--- src/verilog/sdsr_regs.svh ---
/*
 * register offsets, field positions, reset values and the build-time
 * slave address map of the secure default-slave router.
 * assumes: included by its bare name from the router.
 */
`ifndef SDSR_REGS_SVH
`define SDSR_REGS_SVH
// apb register byte offsets
`define SDSR_CTRL_OFS      12'h000
`define SDSR_STATUS_OFS    12'h004
`define SDSR_MASK_OFS      12'h008
`define SDSR_ERRADDR_OFS   12'h00c
`define SDSR_ERRCNT_OFS    12'h010
// ctrl fields and reset values
`define SDSR_CTRL_DFLT_BIT 0
`define SDSR_CTRL_RST      32'h0000_0001
`define SDSR_MASK_RST      4'h0
// status / mask bit positions
`define SDSR_EV_SEC        0
`define SDSR_EV_GAP        1
`define SDSR_EV_OUT        2
`define SDSR_EV_DIR        3
// decode-error response code
`define SDSR_RESP_DECERR   2'h3
// slave address map, inclusive low and high
`define SDSR_NSLV          6
`define SDSR_S0_BASE       32'h0000_0000
`define SDSR_S0_LAST       32'h0000_0fff
`define SDSR_S1_BASE       32'h0000_2000
`define SDSR_S1_LAST       32'h0000_2fff
`define SDSR_S2_BASE       32'h0001_0000
`define SDSR_S2_LAST       32'h0001_ffff
`define SDSR_S3_BASE       32'h0002_0000
`define SDSR_S3_LAST       32'h0002_00ff
`define SDSR_S4_BASE       32'h0003_0000
`define SDSR_S4_LAST       32'h0003_00ff
`define SDSR_S5_BASE       32'h0004_0000
`define SDSR_S5_LAST       32'h0004_0fff
// secure range inside slave 2
`define SDSR_S2_SEC_LO     32'h0001_0000
`define SDSR_S2_SEC_HI     32'h0001_0fff
// slaves reachable from the master: slave 5 is not
`define SDSR_CONN_MASK     6'h1f
`endif

--- src/verilog/sdsr_pkg.sv ---
/*
 * types of the secure default-slave router.
 * assumes: nothing beyond a systemverilog compiler.
 */
`default_nettype none
package sdsr_pkg;
    typedef enum logic [1:0] {SM_AWARE, SM_SECURE, SM_NONSEC, SM_RANGES} sdsr_smode_t;
    typedef enum logic [1:0] {DIR_RW, DIR_RO, DIR_WO} sdsr_dir_t;
    typedef enum logic [1:0] {MK_AWARE, MK_SECURE, MK_NONSEC} sdsr_mkind_t;
    typedef enum logic [1:0] {ST_IDLE, ST_REAL, ST_DFLT} sdsr_state_t;
endpackage : sdsr_pkg
`default_nettype wire

--- src/verilog/sdsr_router.sv ---
/*
 * address decode, security check and built-in default slave for one
 * master port of a memory-mapped interconnect, with an apb register file.
 * assumes: one clock, requests synchronous to pclk, one beat per
 * handshake, slave responses other than the default slave's return
 * outside this block.
 */
// Functional notes
// - security violations go to the default slave, which answers with error.
// - a default slave exists whenever per-access or forbidden traffic can occur.
// - one default slave serves every master of the domain; here each router has its own.
// - access matrix: aware/non-secure slaves open, secure slaves checked.
// - address outside every slave of the master's map goes to default.
// - gaps inside the slaves' span decode as undefined, go to default.
// - region of a slave not connected to this master is undefined.
// - non-secure access to build-time secure slave is undefined.
// - write to read-only or read to write-only slave is undefined.
// - without designated default, lowest-address slave of the map serves.
// - masters without protection bit count as non-secure unless set otherwise.
// - secure master sends only secure; secure slave takes only secure.
// - only listed inclusive ranges of a range slave are secure.
`include "sdsr_regs.svh"
`timescale 1ns/1ps
`default_nettype none
module sdsr_router #(
    parameter sdsr_pkg::sdsr_mkind_t MST_KIND = sdsr_pkg::MK_AWARE
) (
    input  wire logic        pclk,
    input  wire logic        presetn,
    input  wire logic [11:0] paddr,
    input  wire logic        psel,
    input  wire logic        penable,
    input  wire logic        pwrite,
    input  wire logic [31:0] pwdata,
    output logic      [31:0] prdata,
    output logic             pready,
    output logic             pslverr,
    output logic             irq,
    input  wire logic        m_valid,
    output logic             m_ready,
    input  wire logic [31:0] m_addr,
    input  wire logic        m_write,
    input  wire logic        m_prot_ns,
    input  wire logic [3:0]  m_id,
    input  wire logic        m_last,
    output logic      [5:0]  s_valid,
    input  wire logic [5:0]  s_ready,
    output logic      [31:0] s_addr,
    output logic             s_write,
    output logic             s_prot_ns,
    output logic      [3:0]  s_id,
    output logic             s_last,
    output logic             ds_rvalid,
    input  wire logic        ds_rready,
    output logic      [1:0]  ds_rresp,
    output logic      [31:0] ds_rdata,
    output logic      [3:0]  ds_rid,
    output logic             ds_rlast,
    output logic             ds_rwrite
);
    localparam int N = `SDSR_NSLV;
    localparam logic [31:0] BASE [N] = '{`SDSR_S0_BASE, `SDSR_S1_BASE, `SDSR_S2_BASE,
                                         `SDSR_S3_BASE, `SDSR_S4_BASE, `SDSR_S5_BASE};
    localparam logic [31:0] LAST [N] = '{`SDSR_S0_LAST, `SDSR_S1_LAST, `SDSR_S2_LAST,
                                         `SDSR_S3_LAST, `SDSR_S4_LAST, `SDSR_S5_LAST};
    localparam sdsr_pkg::sdsr_smode_t SMODE [N] = '{sdsr_pkg::SM_AWARE,
        sdsr_pkg::SM_SECURE, sdsr_pkg::SM_RANGES, sdsr_pkg::SM_NONSEC,
        sdsr_pkg::SM_NONSEC, sdsr_pkg::SM_NONSEC};
    localparam sdsr_pkg::sdsr_dir_t SDIR [N] = '{sdsr_pkg::DIR_RW, sdsr_pkg::DIR_RW,
        sdsr_pkg::DIR_RW, sdsr_pkg::DIR_RO, sdsr_pkg::DIR_WO, sdsr_pkg::DIR_RW};
    localparam logic [N-1:0] CONN = `SDSR_CONN_MASK;

    sdsr_pkg::sdsr_state_t state;
    sdsr_pkg::sdsr_state_t next_state;
    logic [2:0]  lat_idx;
    logic        ctrl_dflt_en;
    logic [3:0]  status;
    logic [3:0]  mask;
    logic [31:0] err_addr;
    logic [31:0] err_cnt;

    // transaction security class of the issuing master
    logic txn_sec;
    always_comb begin
        case (MST_KIND)
            sdsr_pkg::MK_SECURE: txn_sec = 1'b1;
            sdsr_pkg::MK_NONSEC: txn_sec = 1'b0;
            default:             txn_sec = ~m_prot_ns;
        endcase
    end

    // per-slave decode; loops unroll into one comparator pair per slave
    logic       hit_any;
    logic       conn_hit;
    logic       needs_sec;
    logic       dir_bad;
    logic [2:0] hit_idx;
    logic [2:0] lowest_idx;
    logic [31:0] span_lo;
    logic [31:0] span_hi;
    always_comb begin
        hit_any    = 1'b0;
        conn_hit   = 1'b0;
        needs_sec  = 1'b0;
        dir_bad    = 1'b0;
        hit_idx    = 3'h0;
        lowest_idx = 3'h0;
        span_lo    = 32'hffff_ffff;
        span_hi    = 32'h0000_0000;
        for (int i = 0; i < N; i++) begin
            if (CONN[i] && BASE[i] <= span_lo) begin
                span_lo    = BASE[i];
                lowest_idx = 3'(i);
            end
            if (CONN[i] && LAST[i] > span_hi) begin
                span_hi = LAST[i];
            end
            if (m_addr >= BASE[i] && m_addr <= LAST[i]) begin
                hit_any   = 1'b1;
                hit_idx   = 3'(i);
                conn_hit  = CONN[i];
                // secure-only for build-time secure slaves and listed ranges
                needs_sec = (SMODE[i] == sdsr_pkg::SM_SECURE) ||
                            (SMODE[i] == sdsr_pkg::SM_RANGES &&
                             m_addr >= `SDSR_S2_SEC_LO && m_addr <= `SDSR_S2_SEC_HI);
                dir_bad   = (SDIR[i] == sdsr_pkg::DIR_RO && m_write) ||
                            (SDIR[i] == sdsr_pkg::DIR_WO && !m_write);
            end
        end
    end

    // failure causes; only one is flagged, security first
    wire cause_gap = !hit_any && m_addr >= span_lo && m_addr <= span_hi;
    wire cause_out = (!hit_any && !cause_gap) || (hit_any && !conn_hit);
    wire cause_sec = hit_any && conn_hit && needs_sec && !txn_sec;
    wire cause_dir = hit_any && conn_hit && !cause_sec && dir_bad;
    wire reject    = cause_gap | cause_out | cause_sec | cause_dir;

    // routing: a burst stays on the target chosen at its first beat
    wire       is_first    = (state == sdsr_pkg::ST_IDLE);
    wire       to_dflt_cur = is_first ? (reject && ctrl_dflt_en)
                                      : (state == sdsr_pkg::ST_DFLT);
    wire [2:0] tgt_first   = reject ? lowest_idx : hit_idx;
    wire [2:0] tgt_cur     = is_first ? tgt_first : lat_idx;
    wire       ds_can      = !ds_rvalid || ds_rready;
    wire       beat        = m_valid && m_ready;
    wire       first_beat  = beat && is_first;
    wire       rsp_now     = beat && to_dflt_cur && (!m_write || m_last);

    assign m_ready   = to_dflt_cur ? ds_can : s_ready[tgt_cur];
    assign s_addr    = m_addr;
    assign s_write   = m_write;
    assign s_prot_ns = ~txn_sec;
    assign s_id      = m_id;
    assign s_last    = m_last;
    always_comb begin
        s_valid = 6'h00;
        if (m_valid && !to_dflt_cur) begin
            s_valid[tgt_cur] = 1'b1;
        end
    end

    // burst state
    always_comb begin
        next_state = state;
        case (state)
            sdsr_pkg::ST_IDLE: begin
                if (beat && !m_last) begin
                    next_state = to_dflt_cur ? sdsr_pkg::ST_DFLT : sdsr_pkg::ST_REAL;
                end
            end
            sdsr_pkg::ST_REAL,
            sdsr_pkg::ST_DFLT: begin
                if (beat && m_last) begin
                    next_state = sdsr_pkg::ST_IDLE;
                end
            end
            default: next_state = sdsr_pkg::ST_IDLE;
        endcase
    end

    // state and target latch; the target moves only on a first beat
    always_ff @(posedge pclk or negedge presetn) begin
        if (!presetn) begin
            state   <= sdsr_pkg::ST_IDLE;
            lat_idx <= 3'h0;
        end else begin
            state <= next_state;
            if (first_beat) begin
                lat_idx <= tgt_first;
            end
        end
    end

    // default slave: one response register, reads every beat, writes once
    always_ff @(posedge pclk or negedge presetn) begin
        if (!presetn) begin
            ds_rvalid <= 1'b0;
            ds_rid    <= 4'h0;
            ds_rlast  <= 1'b0;
            ds_rwrite <= 1'b0;
        end else if (rsp_now) begin
            ds_rvalid <= 1'b1;
            ds_rid    <= m_id;
            ds_rlast  <= m_last;
            ds_rwrite <= m_write;
        end else if (ds_rready) begin
            ds_rvalid <= 1'b0;
        end
    end
    // constant error answer; nothing reaches a real slave
    assign ds_rresp = `SDSR_RESP_DECERR;
    assign ds_rdata = 32'h0000_0000;

    // apb decode; zero wait states
    wire        acc      = psel && penable;
    wire        wr       = acc && pwrite;
    wire        sel_ctrl = (paddr == `SDSR_CTRL_OFS);
    wire        sel_stat = (paddr == `SDSR_STATUS_OFS);
    wire        sel_mask = (paddr == `SDSR_MASK_OFS);
    wire        sel_ea   = (paddr == `SDSR_ERRADDR_OFS);
    wire        sel_ec   = (paddr == `SDSR_ERRCNT_OFS);
    wire        mapped   = sel_ctrl | sel_stat | sel_mask | sel_ea | sel_ec;
    wire [3:0]  ev       = first_beat ? {cause_dir, cause_out, cause_gap, cause_sec} : 4'h0;
    wire [3:0]  w1c      = (wr && sel_stat) ? pwdata[3:0] : 4'h0;
    assign pready  = 1'b1;
    assign pslverr = acc && !mapped;
    assign irq     = |(status & mask);
    assign prdata  = sel_ctrl ? {31'h0, ctrl_dflt_en} :
                     sel_stat ? {28'h0, status} :
                     sel_mask ? {28'h0, mask} :
                     sel_ea   ? err_addr :
                     sel_ec   ? err_cnt : 32'h0000_0000;

    // registers; a new event wins over a clear in the same cycle
    always_ff @(posedge pclk or negedge presetn) begin
        if (!presetn) begin
            ctrl_dflt_en <= 1'(`SDSR_CTRL_RST);
            mask         <= `SDSR_MASK_RST;
            status       <= 4'h0;
            err_addr     <= 32'h0000_0000;
            err_cnt      <= 32'h0000_0000;
        end else begin
            if (wr && sel_ctrl) begin
                ctrl_dflt_en <= pwdata[`SDSR_CTRL_DFLT_BIT];
            end
            if (wr && sel_mask) begin
                mask <= pwdata[3:0];
            end
            status <= (status & ~w1c) | ev;
            if (first_beat && reject) begin
                err_addr <= m_addr;
                err_cnt  <= err_cnt + 32'h0000_0001;
            end
        end
    end

    // checks beside the routing, the default slave and the event record
    a_dflt_err_resp: assert property (@(posedge pclk) disable iff (!presetn)
        beat && to_dflt_cur && (!m_write || m_last) |=>
            ds_rvalid && ds_rresp == `SDSR_RESP_DECERR && ds_rdata == 32'h0)
        else $error("default slave answer is not a zeroed decode error");
    a_reject_to_dflt: assert property (@(posedge pclk) disable iff (!presetn)
        m_valid && is_first && reject && ctrl_dflt_en |-> s_valid == 6'h00)
        else $error("rejected request reached a real slave");
    a_lowest_fallback: assert property (@(posedge pclk) disable iff (!presetn)
        m_valid && is_first && reject && !ctrl_dflt_en |-> s_valid[lowest_idx])
        else $error("rejected request not sent to lowest slave");
    a_nonsec_blocked: assert property (@(posedge pclk) disable iff (!presetn)
        m_valid && is_first && conn_hit && needs_sec && !txn_sec |-> reject && cause_sec)
        else $error("non-secure access to secure slave passed");
    a_dir_blocked: assert property (@(posedge pclk) disable iff (!presetn)
        m_valid && is_first && conn_hit && dir_bad && !cause_sec |-> reject)
        else $error("wrong-direction access passed");
    a_gap_flag: assert property (@(posedge pclk) disable iff (!presetn)
        first_beat && cause_gap |=> status[`SDSR_EV_GAP] ##0 err_cnt == $past(err_cnt) + 1)
        else $error("gap access not recorded");
    a_read_rsp_id: assert property (@(posedge pclk) disable iff (!presetn)
        beat && to_dflt_cur && !m_write |=> ds_rvalid && ds_rid == $past(m_id))
        else $error("read beat lacks a default-slave answer");
    a_rsp_hold: assert property (@(posedge pclk) disable iff (!presetn)
        ds_rvalid && !ds_rready |=> ds_rvalid && $stable(ds_rid) && $stable(ds_rlast))
        else $error("default-slave answer dropped before taken");
    a_irq_follows: assert property (@(posedge pclk) disable iff (!presetn)
        first_beat && cause_sec && mask[`SDSR_EV_SEC] |=> irq)
        else $error("security event did not raise interrupt");
    a_burst_lock: assert property (@(posedge pclk) disable iff (!presetn)
        state == sdsr_pkg::ST_DFLT && m_valid |-> s_valid == 6'h00)
        else $error("redirected burst leaked to a real slave");
    a_out_flag: assert property (@(posedge pclk) disable iff (!presetn)
        first_beat && cause_out |=> status[`SDSR_EV_OUT])
        else $error("outside-map access not recorded");
    a_dir_flag: assert property (@(posedge pclk) disable iff (!presetn)
        first_beat && cause_dir |=> status[`SDSR_EV_DIR])
        else $error("wrong-direction access not recorded");
    a_write_no_answer: assert property (@(posedge pclk) disable iff (!presetn)
        beat && to_dflt_cur && m_write && !m_last && !ds_rvalid |=> !ds_rvalid)
        else $error("inner write beat got an answer");
endmodule : sdsr_router
`default_nettype wire

--- config.mk ---
export PLATFORM = sky130hd
export DESIGN_NAME = sdsr_router
export DESIGN_NICKNAME = d
export VERILOG_FILES = /design/src/verilog/sdsr_pkg.sv /design/src/verilog/sdsr_router.sv
export VERILOG_INCLUDE_DIRS = /design/src /design/src/verilog
export SDC_FILE = /design/constraint.sdc
export NUM_CORES = 1
export LEC_CHECK = 0
export BUFFER_PORTS_ARGS = -buffer_cell sky130_fd_sc_hd__buf_2
export CAP_MARGIN = 5
export CORE_MARGIN = 5
export CORE_UTILIZATION = 49
export CTS_CLUSTER_DIAMETER = 40
export CTS_CLUSTER_SIZE = 40
export DETAILED_ROUTE_END_ITERATION = 12
export GPL_ROUTABILITY_DRIVEN = 0
export PLACE_DENSITY_LB_ADDON = 0.12
export RECOVER_POWER = 25
export SETUP_SLACK_MARGIN = 0.1
export SKIP_CTS_REPAIR_TIMING = 1
export SYNTH_ARGS = -nofsm -noshare
export SYNTH_HDL_FRONTEND = slang
export SYNTH_SLANG_ARGS = --single-unit
--- constraint.sdc ---
create_clock -name pclk -period 3 [get_ports pclk]
set_clock_uncertainty 0.2 [all_clocks]
set_input_delay 0.3 -clock pclk [delete_from_list [all_inputs] [get_ports pclk]]
set_output_delay 0.3 -clock pclk [all_outputs]
set_load 0.005 [all_outputs]
* Yosys cells after proc, flatten, opt, wreduce, memory -nomap -nowiden
Cells that the tools add are included.
Storage, ports and cells: bits in registers 85, input port bits 96, output and inout bits 122, logic and storage cells 138
Cells by class: add/subtract/negate cells 1, magnitude comparators 15, equal/unequal tests 8, muxes and demuxes 42, bitwise gates (word level) 11, reduce and logical (&&, ||, !) cells 50
Operators with widths (count):
- 2-to-1 mux 32 bit | 5
- >= comparator 32 x 18 -> 1 bit, second input constant | 2
- less-or-equal comparator 32 x 17 -> 1 bit, second input constant | 2
- less-or-equal comparator 32 x 18 -> 1 bit, second input constant | 2
- adder 32 x 1 -> 32 bit, second input constant | 1
- >= comparator 32 x 1 -> 1 bit, second input constant | 1
- >= comparator 32 x 14 -> 1 bit, second input constant | 1
- >= comparator 32 x 17 -> 1 bit, second input constant | 1
- >= comparator 32 x 19 -> 1 bit, second input constant | 1
- less-or-equal comparator 32 x 12 -> 1 bit, second input constant | 1
- less-or-equal comparator 32 x 14 -> 1 bit, second input constant | 1
- less-or-equal comparator 32 x 19 -> 1 bit, second input constant | 1
- logical AND 1 bit | 32
- == test 12 x 4 -> 1 bit, second input constant | 2
- 2-to-1 mux 1 bit | 22
- == test 12 x 3 -> 1 bit, second input constant | 1
- == test 12 x 5 -> 1 bit, second input constant | 1
- logical NOT 12 bit | 1
- 2-to-1 mux 3 bit | 4
- 2-to-1 mux 2 bit | 5
- logical NOT 1 bit | 9
- bitwise AND 4 bit | 2
- 2-to-1 mux 4 bit | 2
- bitwise OR 1 bit | 7
- other kinds (18) | 20

* Longest topological paths before layout
Gate-level depths: netlist (run 1).
depth in word-level cells 26, mapped depth 11, mapped depth without buffers 10

* Worst setup path after synthesis (run 1)
No wires, ideal clock.
path type in2reg, from in m_addr[23], to reg lat_idx[0], arrival 2585 ps, data required time 2675 ps, setup slack 90 ps, cell stages on the path 10, cells stage by stage nor4_4 -> nand4_4 -> a211oi_2 -> and3_1 -> o21ai_0 -> a221o_2 -> nand2_1 -> or3_1 -> buf_2 -> mux2_4
Between the ends: longest elaborated chain between the ends 24, elaborated cells on any way between the ends 66
Ends and longest elaborated chain:
- start: declaration | RTL line sdsr_router.sv:41 | input wire logic [31:0] m_addr,
- >= comparator 32 x 1 -> 1 bit or less-or-equal comparator 32 x 12 -> 1 bit (tied branches) | RTL line sdsr_router.sv:118, sdsr_router.sv:133
- logical AND 1 bit | RTL line sdsr_router.sv:118 | if (m_addr >= BASE[i] && m_addr <= LAST[i]) begin
- 2-to-1 mux 1 bit (6 in series) | RTL line sdsr_router.sv:118
- logical NOT 1 bit | RTL line sdsr_router.sv:133, sdsr_router.sv:134
- logical AND 1 bit (2 in series) | RTL line sdsr_router.sv:133 | wire cause_gap = !hit_any && m_addr >= span_lo && m_addr <= span_hi;
- logical NOT 1 bit | RTL line sdsr_router.sv:134 | wire cause_out = (!hit_any && !cause_gap) || (hit_any && !conn_hit);
- logical AND 1 bit | RTL line sdsr_router.sv:134
- logical OR 1 bit | RTL line sdsr_router.sv:134
- bitwise OR 1 bit (3 in series) | RTL line sdsr_router.sv:137 | wire reject = cause_gap | cause_out | cause_sec | cause_dir;
- 2-to-1 mux 3 bit | RTL line sdsr_router.sv:143 | wire [2:0] tgt_first = reject ? lowest_idx : hit_idx;
- 2-to-1 mux 3 bit | RTL line sdsr_router.sv:144 | wire [2:0] tgt_cur = is_first ? tgt_first : lat_idx;
- binary-select mux 1 bit (select 3 bit) | RTL line sdsr_router.sv:150 | assign m_ready = to_dflt_cur ? ds_can : s_ready[tgt_cur];
- 2-to-1 mux 1 bit (implied by the code) | RTL line sdsr_router.sv:150
- 2-to-1 mux 1 bit | RTL line sdsr_router.sv:150
- logical AND 1 bit | RTL line sdsr_router.sv:146 | wire beat = m_valid && m_ready;
- logical AND 1 bit | RTL line sdsr_router.sv:147 | wire first_beat = beat && is_first;
- end signal: assignment | RTL line sdsr_router.sv:190 | lat_idx <= tgt_first;
- end: declaration | RTL line sdsr_router.sv:75 | logic [2:0] lat_idx;
Several ways; a longest one is shown, not always the timed one. The select of a mux whose other input is x is not followed. A chain may end at the register's enable or synchronous reset.

* Worst setup path after layout (run 1)
from in m_addr[14], to out m_ready
Between the ends: longest elaborated chain between the ends 22, elaborated cells on any way between the ends 64
Ends and longest elaborated chain:
- >= comparator 32 x 1 -> 1 bit or less-or-equal comparator 32 x 12 -> 1 bit (tied branches) | RTL line sdsr_router.sv:118, sdsr_router.sv:133
- logical AND 1 bit | RTL line sdsr_router.sv:118
- 2-to-1 mux 1 bit (6 in series) | RTL line sdsr_router.sv:118
- logical NOT 1 bit | RTL line sdsr_router.sv:133, sdsr_router.sv:134
- logical AND 1 bit (2 in series) | RTL line sdsr_router.sv:133
- logical NOT 1 bit | RTL line sdsr_router.sv:134
- logical AND 1 bit | RTL line sdsr_router.sv:134
- logical OR 1 bit | RTL line sdsr_router.sv:134
- bitwise OR 1 bit (3 in series) | RTL line sdsr_router.sv:137
- 2-to-1 mux 3 bit | RTL line sdsr_router.sv:143
- 2-to-1 mux 3 bit | RTL line sdsr_router.sv:144
- binary-select mux 1 bit (select 3 bit) | RTL line sdsr_router.sv:150
- 2-to-1 mux 1 bit (implied by the code) | RTL line sdsr_router.sv:150
- 2-to-1 mux 1 bit * | RTL line sdsr_router.sv:150
- end: declaration | RTL line sdsr_router.sv:40 | output logic m_ready,
Every way passes the cells marked *; elsewhere a longest branch is shown, timed or not. The select of a mux whose other input is x is not followed.

==> run_results.csv, run 1 <==
group,metric,value,unit
synth,synth-edff-count,0,
synth,synthCells,522,
worst_setup_path,reg2reg_slack,210,ps
routing,via_per_inst,5.30,
worst_setup_path,worstPathArrival,2430,ps
final_layout,instances_no_fill,859,
synth,synth_largest_area_cell,"dfrtp_1",
routing,wl,14.3,mm
synth,synth_top_area_share,39.5,%
grt,grt_max_degree,60,
sta,hold_viol,0,
grt,grtUsageTotal,21.4,%
sta,max_slew_margin,-1.33,%
run_status,outcome,"finished, violations left",
clock_network,clk_latency,370,ps
routing,drtIter0Drc,271,
clock_network,clkTransAtPathRegs,80,ps
floorplan,initial_utilization,49.6,%
clock_network,htree_num_levels,3,
pwr,p_leak,3.28,nW
synth,netlist_area,5330,µm²
synth,synth_flop_cell,"dfrtp_1",
grt,grt_pass1_vias,4454,
routing,route.antenna.remaining_nets,0,
job,maxCapViolations,1,
routing,drt_first_pass_iters,4,
synth,synth_warnings,0,
floorplan,die_w,114,µm
floorplan,rows,38,
sta,period_needed,2930,ps
sta,timing_worst_slew_pin_value,1520,ps
synth,netlist_top_cells_count,"dfrtp_1 (84), buf_4 (74), mux2_2 (42), nand2_1 (40), a22o_1 (31)",
grt,grt_pass1_wl,22.1,mm
pwr,peakVddDrop,0.000342,V
final_layout,diodes,0,
routing,post_drt_wl_per_cell,16.7,µm
place,dp_cells,817,
worst_setup_path,slowest_stage,"a2111oi_4",
floorplan,die-area,13100,µm²
synth,synth_area_leaders,"dfrtp_1 (39%), buf_4 (10%), mux2_2 (8.9%)",
worst_setup_path,slowest_delay,430,ps
synth,synth.distinct_cells,60,
place,portBuffers,154,
clock_network,cts_buffers,9,
floorplan,fp.dieH,114,µm
place,hpwlAfterDp,10.8,mm
worst_setup_path,cp-start-kind,"input port",
place,place_area,6300,µm²
routing,vias,4549,
final_layout,fillCellCount,934,
final_layout,post-route-util,64.1,%
clock_network,cts-root-buf,"clkbuf_8",
final_layout,syn2layout_area_growth,29.4,%
floorplan,ios,218,
worst_hold_path,worst_hold_path_type,"input port to register",
synth,synth.avg_cell_area,10.2,µm²
sta,totalNegativeSetupSlack,0,ps
synth,synth_seq_area_share,40.0,%
worst_setup_path,crit_fanout,6,
synth,synth-seq-cells,85,
worst_hold_path,holdPathStages,2,
synth,synth.most_common_cell,"dfrtp_1",
sta,fin_crit_sh,97.8,%
clock_network,cts_tree,"yes",
clock_network,clock_path_buffers,2,
routing,drc,0,
final_layout,drive_gt1_share,42.4,%
clock_network,clock_sinks,85,
run_status,violations,"max-capacitance violations, max-slew violations",
pwr,power,3.42,mW
worst_setup_path,worstSetupPathType,"input port to output port",
grt,antenna_found_initial,0,
sta,grt_setup_unrepaired,"true",
worst_setup_path,cp_data_required_time,2500,ps
sta,drv_slew,59,
sta,setup_viol,0,
pwr,power_density,497,nW/µm²
worst_setup_path,endpoint_kind,"output port",
synth,synthArstFlopShare,100,%
worst_setup_path,crit_chain,"buf_8 -> or3_4 -> nor4b_4 -> a211oi_4 -> buf_6 -> and3_4 -> a2111oi_4 -> nor2_2 -> nand2_2 -> buf_6 -> nor2_2 -> buf_2",
final_layout,design_area,6890,µm²
worst_setup_path,r2r_cells,11,
floorplan,core-area,10700,µm²
final_layout,final_nets,814,
grt,overflow,0,
sta,max_freq,0.341,GHz
-- area by class of cell --
cell class / count / area [µm²] / area share, %
Timing Repair Buffer: 243 / 1540 / 22.4
Multi-Input combinational cell: 366 / 2810 / 40.8
Sequential cell: 85 / 2130 / 30.9
Tap cell: 140 / 175 / 2.54
Inverter: 10 / 37.5 / 0.545
Clock buffer: 11 / 141 / 2.05
Clock inverter: 4 / 56.3 / 0.817
-- worst paths after layout --
check | from | end
hold / removal | pwdata[2] | mask[2]
setup reg to reg | state[1] | err_addr[10]
hold reg to reg | err_cnt[31] | err_cnt[31]
min in group asynchronous | presetn | err_addr[31]
setup / recovery | m_addr[14] | m_ready
max in group asynchronous | presetn | lat_idx[1]
-- worst max-delay path, delay by kind of cell --
kind	cells	cell delay, ps
simple gates	6	1160
compound gates	2	510
buf+inv	4	450
-- cells in the final DEF, fill, tap and decap left out, types with 3 or more instances in the layout --
master and count:
nor3_2 6, buf_12 5, buf_2 127, dlygate4sd3_1 16, and4_1 3, clkbuf_8 10
nand3_1 18, conb_1 35, clkbuf_1 24, buf_4 65, nor2_1 24, nand2_1 39
mux2i_1 7, a21oi_1 7, xnor2_1 27, nor3_1 6, and3_1 16, nor4_4 5
buf_6 4, nor4_1 3, inv_1 10, nand2b_1 5, nand4b_1 3, a22oi_1 3
a22o_1 31, mux2_4 3, nand4_1 14, xor2_1 6, o21ai_0 7, mux2_2 42
nor2_2 4, dfrtp_1 84
-- routing by layer --
layer	up-vias	routed length, µm	GRT usage, %
met5	-	0	0
met4	0	275	7.52
met3	21	1000	4.33
met2	172	6610	33.5
met1	2198	6440	29.6
li1	2158	-	-
-- registers in the layout (all words and copies together), names as in the netlist --
| name | flops |
|---|---|
| err_cnt | 32 |
| err_addr | 32 |
| ds_rwrite | 1 |
| ds_rvalid | 1 |
| lat_idx | 3 |
| status | 4 |
| state | 2 |
| ds_rlast | 1 |
| ctrl_dflt_en | 1 |
| ds_rid | 4 |
| mask | 4 |
-- metrics by stage --
stage / hold slack [ps] / setup slack [ps]
2_1_floorplan: -196 / 104
3_3_place_gp: 220 / -185
3_5_place_dp: 229 / -243
4_1_cts: -183 / -332
5_1_grt: 5.20 / -10.6
6_report: 6.97 / 67.5
-- kinds of logic (layout without fill, tap and decap cells) --
family | after synthesis | count (layout) | share of synthesized area, %
AOI/OAI and AO/OA | 77 | 77 | 11.9
muxes | 52 | 52 | 11.0
DFF | 85 | 85 | 40.0
adders and majority gates | 3 | 3 | 0.705
buffers and inverters | 104 | 268 | 12.7
xor gates and xnor gates | 33 | 33 | 5.43
and+or+nand+nor | 166 | 166 | 18.2
other | 2 | 35 | 0.141
-- power by group --
| group | switching, mW | internal [mW] | total (mW) | leakage [nW] |
|---|---|---|---|---|
| clock | 0.425 | 0.409 | 0.834 | 0.100 |
| combinational | 0.448 | 0.542 | 0.990 | 2.10 |
| sequential | 0.188 | 1.41 | 1.60 | 1.09 |
| total | 1.06 | 2.36 | 3.42 | 3.28 |
Note: power is estimated with default switching activity, not from simulation.
==> run 2: changes to the inputs <==
Settings changed: SETUP_SLACK_MARGIN 0.1 to unset.
==> run 2 against run 1 <==
  * The run still ends with max-capacitance violations, max-slew violations left
  * Sequential share of layout area increased by 1.2 points
  * Worst hold slack got worse by 1.6 ps
  * Maximum frequency decreased by 1.3%
  * Count of clock-buffer cells in the layout increased by 1
  * Worst setup slack got worse by 40 ps
  * Flip-flop and latch count unchanged
  * Non-clock buffer count decreased by 16
  * Critical path type unchanged
  * Largest power group unchanged
  * Highest routed layer unchanged
==> run_results.csv, run 2 (synthesized netlist as in run 1, its figures left out) <==
group,metric,value,unit
grt,grt_pass1_vias,4356,
grt,overflow,0,
floorplan,ios,218,
sta,drv_slew,86,
place,portBuffers,154,
place,hpwlAfterDp,10.6,mm
pwr,p_leak,3.16,nW
routing,post_drt_wl_per_cell,16.5,µm
final_layout,final_common_cell,"buf_2",
worst_hold_path,hold_path_end,"ctrl_dflt_en",
place,dp_cells,813,
final_layout,final_cell_mix,"buf_2 (134), dfrtp_1 (84), buf_4 (55)",
routing,drc,0,
clock_network,clock_path_buffers,2,
worst_setup_path,reg2reg_to,"err_cnt[14]",
place,place_area,6240,µm²
worst_setup_path,crit_fanout,6,
sta,period_needed,2970,ps
worst_setup_path,worstSetupPathType,"input port to output port",
floorplan,die-area,13100,µm²
sta,max_freq,0.336,GHz
worst_setup_path,reg2reg_slack,130,ps
final_layout,diodes,0,
clock_network,clkTransAtPathRegs,80,ps
worst_hold_path,holdPathStages,2,
worst_setup_path,worstPathArrival,2470,ps
sta,totalNegativeSetupSlack,0,ps
sta,max_slew_margin,-42.7,%
worst_setup_path,endpoint_kind,"output port",
grt,antenna_found_initial,0,
floorplan,initial_utilization,49.6,%
worst_setup_path,r2r_cells,12,
clock_network,htree_num_levels,3,
worst_hold_path,worst_hold_path_type,"input port to register",
pwr,peakVddDrop,0.000276,V
sta,timing_worst_slew_pin_value,2140,ps
worst_hold_path,hp-start,"pwdata[0]",
final_layout,final_nets,798,
worst_setup_path,cp_data_required_time,2500,ps
grt,grt_max_degree,86,
run_status,outcome,"finished, violations left",
clock_network,cts_tree,"yes",
final_layout,syn2layout_area_growth,24.4,%
final_layout,design_area,6620,µm²
floorplan,rows,38,
final_layout,fillCellCount,949,
clock_network,clk_latency,370,ps
sta,hold_slack,5.33,ps
final_layout,seq_area,2130,µm²
grt,grt_pass1_wl,21.7,mm
routing,drt_first_pass_iters,4,
clock_network,cts_buffers,9,
sta,fin_crit_sh,99.1,%
clock_network,cts-root-buf,"clkbuf_8",
floorplan,die_w,114,µm
routing,via_per_inst,5.32,
floorplan,fp.dieH,114,µm
sta,setup_viol,0,
routing,vias,4489,
routing,drtIter0Drc,334,
final_layout,biggestRegsByFlops,"err_addr (32), err_cnt (32)",
job,maxCapViolations,1,
sta,setup_slack,27.9,ps
clock_network,clock_sinks,85,
grt,grtUsageTotal,20.9,%
routing,wl,13.9,mm
pwr,power_density,501,nW/µm²
worst_setup_path,reg2reg_from,"state[1]",
routing,route.antenna.remaining_nets,0,
worst_setup_path,cp-start-kind,"input port",
final_layout,multi_input_area,2740,µm²
final_layout,instances_no_fill,844,
sta,hold_viol,0,
place,pre_cts_ws,-194,ps
run_status,violations,"max-capacitance violations, max-slew violations",
floorplan,core-area,10700,µm²
final_layout,drive_gt1_share,40.5,%
-- run 2: cell count changes in the layout (fill, tap and decap cells not counted), sizes merged --
cell         before  now
clkinvlp          0    1
bufinv            1    0
buf             202  192
clkbuf           36   34
dlygate4sd3      16   13
-- run 2: area by class of cell --
class / count / area share, %
repair buffers: 227 / 20.5
clock inverters: 4 / 0.453
inverters: 10 / 0.567
flip-flops and latches: 85 / 32.1
multi-input cells: 366 / 41.4
well taps: 140 / 2.64
clock buffers: 12 / 2.34
-- run 2: layer usage --
metal	up-vias	routed length (µm)	track usage [%]
met4	0	209	7.52
met3	17	924	3.17
li1	2120	-	-
met2	161	6420	32.4
met5	-	0	0
met1	2191	6390	29.9
-- run 2: worst max-delay path by stage --
| stage | startpoint | endpoint | slack (ps) | cells past startpoint |
|---|---|---|---|---|
| after floorplan | m_addr[23] | lat_idx[0] | 90 | 10 |
| after global placement | m_addr[12] | status[3] | -130 | 12 |
| after detailed placement | m_addr[12] | status[3] | -190 | 12 |
| after CTS | state[1] | m_ready | -190 | 11 |
| after global routing | m_addr[15] | m_ready | -20 | 12 |
| final | m_addr[31] | m_ready | 30 | 11 |
-- run 2: worst max-delay path, stage by stage --
cell and delay, ps:
buf_2 120, nor4_4 420, nand4_4 190, buf_4 200, a211oi_1 230, buf_4 160
a22oi_1 100, a2111oi_1 390, buf_4 190, nor2_1 40, buf_2 110
-- run 2: where the power goes --
part / internal, mW / switching (mW) / leakage (nW)
clock: 0.350 / 0.439 / 0.0930
sequential: 1.41 / 0.187 / 1.09
combinational: 0.498 / 0.431 / 1.99
total: 2.26 / 1.06 / 3.16
-- run 2: stage by stage --
stage | total power, mW | util [%]
floorplan | 2.19 | -
global placement | 2.49 | 58.0
detailed placement | 2.53 | 58.0
CTS | 3.31 | 59.8
global route | 3.50 | 61.6
finish | 3.32 | 61.6
==> run 3: changes to the inputs <==
Settings changed: ABC_AREA set to 1, CORE_UTILIZATION 49 to 46.
Clock period 3 ns to 2.7 ns, I/O delays scaled along.
==> run 3 against run 2 <==
  * The flow finishes with violations (negative hold slack, negative setup slack)
  * Flip-flop and latch count stayed put
  * Global-route usage is 2.3 points higher
  * Die area is 19% higher
  * Utilization is 0.88 points lower
  * Combinational power is 66% higher
  * Final area is 20% higher
  * Via count is 38% higher
  * Non-clock buffer count is 26 higher
  * Final cell count is 48% higher
  * Critical path depth is 6 higher
  * Clock power is 61% higher
  * Sequential power is 7% higher
  * Largest cell class unchanged
  * Highest routed layer unchanged
==> run_results.csv, run 3 <==
group,metric,value,unit
run_status,outcome,"finished, violations left",
run_status,violations,"negative hold slack, negative setup slack",
synth,synth_largest_area_cell,"dfrtp_1",
synth,synthCells,869,
clock_network,clock_sinks,85,
grt,grt_max_degree,42,
synth,synth-seq-cells,85,
final_layout,final_cell_mix,"nand2_1 (243), buf_2 (138), dfrtp_1 (84)",
sta,max_slew_margin,62.8,%
synth,netlist_area,6070,µm²
place,hpwlAfterDp,14.0,mm
floorplan,die-area,15600,µm²
synth,synth_flop_cell,"dfrtp_1",
worst_setup_path,worstPathArrival,2420,ps
place,place_area,7150,µm²
synth,netlist_top_cells_count,"nand2_1 (278), nand3_1 (87), dfrtp_1 (84), buf_4 (74), inv_1 (68)",
clock_network,cts_tree,"yes",
worst_setup_path,crit_fanout,5,
routing,vias,6200,
worst_setup_path,worstSetupPathType,"input port to output port",
synth,synth.avg_cell_area,6.98,µm²
floorplan,ios,218,
sta,grt_setup_unrepaired,"true",
final_layout,diodes,0,
sta,totalNegativeSetupSlack,-7710,ps
job,maxCapViolations,0,
final_layout,syn2layout_area_growth,31.0,%
synth,synth.distinct_cells,38,
grt,grt_pass1_vias,5869,
pwr,p_leak,4.21,nW
synth,synth-edff-count,0,
routing,route.antenna.remaining_nets,0,
place,portBuffers,154,
pwr,peakVddDrop,0.000337,V
worst_setup_path,endpoint_kind,"output port",
routing,drc,0,
clock_network,clock_path_buffers,2,
sta,period_needed,2890,ps
clock_network,htree_num_levels,3,
worst_setup_path,cp-start-kind,"input port",
grt,grtUsageTotal,23.2,%
worst_setup_path,crit_chain,"buf_8 -> nor2_4 -> nand2_2 -> nor2_4 -> nand4_1 -> nand3_4 -> nand4_1 -> buf_4 -> nand4_1 -> nand2_2 -> buf_4 -> nand3_1 -> nand3_1 -> nand3_1 -> nand2_2 -> buf_6 -> buf_6",
synth,synth_warnings,0,
floorplan,initial_utilization,46.4,%
sta,hold_viol,2,
grt,grt_pass1_wl,29.6,mm
final_layout,design_area,7950,µm²
sta,timing_worst_slew_pin_value,558,ps
floorplan,fp.dieH,125,µm
floorplan,core-area,13100,µm²
synth,synth_top_area_share,34.6,%
pwr,power_density,570,nW/µm²
routing,wl,18.9,mm
final_layout,seq_area,2130,µm²
routing,via_per_inst,4.98,
synth,synthArstFlopShare,100,%
final_layout,final_nets,1164,
final_layout,post-route-util,60.8,%
sta,setup_slack,-190,ps
floorplan,die_w,125,µm
sta,max_freq,0.346,GHz
grt,overflow,0,
worst_setup_path,cp_data_required_time,2230,ps
synth,synth_seq_area_share,35.1,%
floorplan,rows,42,
worst_setup_path,slowest_delay,190,ps
clock_network,clk_latency,350,ps
final_layout,drive_gt1_share,31.7,%
clock_network,cts-root-buf,"clkbuf_16",
routing,post_drt_wl_per_cell,15.2,µm
synth,synth_area_leaders,"dfrtp_1 (35%), nand2_1 (17%), buf_4 (9.2%)",
final_layout,multi_input_area,3360,µm²
routing,drtIter0Drc,465,
sta,hold_slack,-19.4,ps
clock_network,cts_buffers,9,
worst_hold_path,worst_hold_path_type,"input port to register",
final_layout,biggestRegsByFlops,"err_addr (32), err_cnt (32)",
sta,setup_viol,78,
sta,drv_slew,0,
final_layout,final_common_cell,"nand2_1",
routing,drt_first_pass_iters,4,
worst_setup_path,slowest_stage,"buf_4",
clock_network,clkTransAtPathRegs,60,ps
synth,synth.most_common_cell,"nand2_1",
sta,fin_crit_sh,107,%
grt,antenna_found_initial,0,
final_layout,fillCellCount,1247,
-- run 3: cell types whose count changed after synthesis, sizes merged, moves of 18 or more --
cell and change:
mux2 -45, xor2 +24, nor2 +48, inv +67
a22o -24, xnor2 -27, o21ai +28, nand3 +70
and3 -18, nand2 +243
-- run 3: metrics by stage --
stage	power (mW)	hold WS (ps)	worst slack, ps	instances
detailed placement	2.96	93.9	-423	1210
global route	4.82	9.31	-318	1246
global placement	2.93	100	-417	1210
finish	4.53	-19.4	-190	1246
floorplan	2.53	-226	96.6	902
CTS	4.23	-285	-215	1226
-- run 3: cell type report --
type                    instances  share of cell area (%)
clock buffers                   9                    2.83
clock inverters                 7                   0.944
inverters                      78                    3.75
multi-input cells             638                    42.2
flip-flops and latches         85                    26.8
well taps                     176                    2.77
repair buffers                253                    20.7
-- run 3: routing by layer --
layer	GRT usage (%)	part of all wire, %
met5	0	0
met4	5.55	1.3
met3	4.89	6.5
met2	36.9	47
met1	32.5	46
-- run 3: path summary, 6_finish.rpt --
check,from,endpoint,slack [ps],cells past startpoint
max in group asynchronous,presetn,err_addr[12],1400,3
worst min-delay path,pwdata[1],mask[1],-20,3
worst min register to register,err_addr[0],err_addr[0],270,2
min in group asynchronous,presetn,err_addr[27],240,2
worst max register to register,state[0],err_cnt[17],30,15
worst max-delay path,m_addr[26],m_ready,-190,17
-- run 3: logic make-up after synthesis --
kind of cell	synth area share [%]
AND/OR/NAND/NOR	36.4
buffers and inverters	16.2
AO/OA/AOI/OAI	7.30
flip-flops	35.1
adder cells (fa/ha/maj)	0.618
other	0.124
XOR/XNOR	4.33
-- run 3: power by group --
part	leakage [nW]	switching (mW)	total [mW]	internal, mW
registers	1.12	0.186	1.72	1.54
logic	2.94	0.883	1.54	0.653
clock network	0.150	0.553	1.27	0.722
-- run 3: critical path, delay by kind of cell --
| kind | cells | cell delay (ps) |
|---|---|---|
| buf+inv | 5 | 690 |
| simple gates | 12 | 1450 |
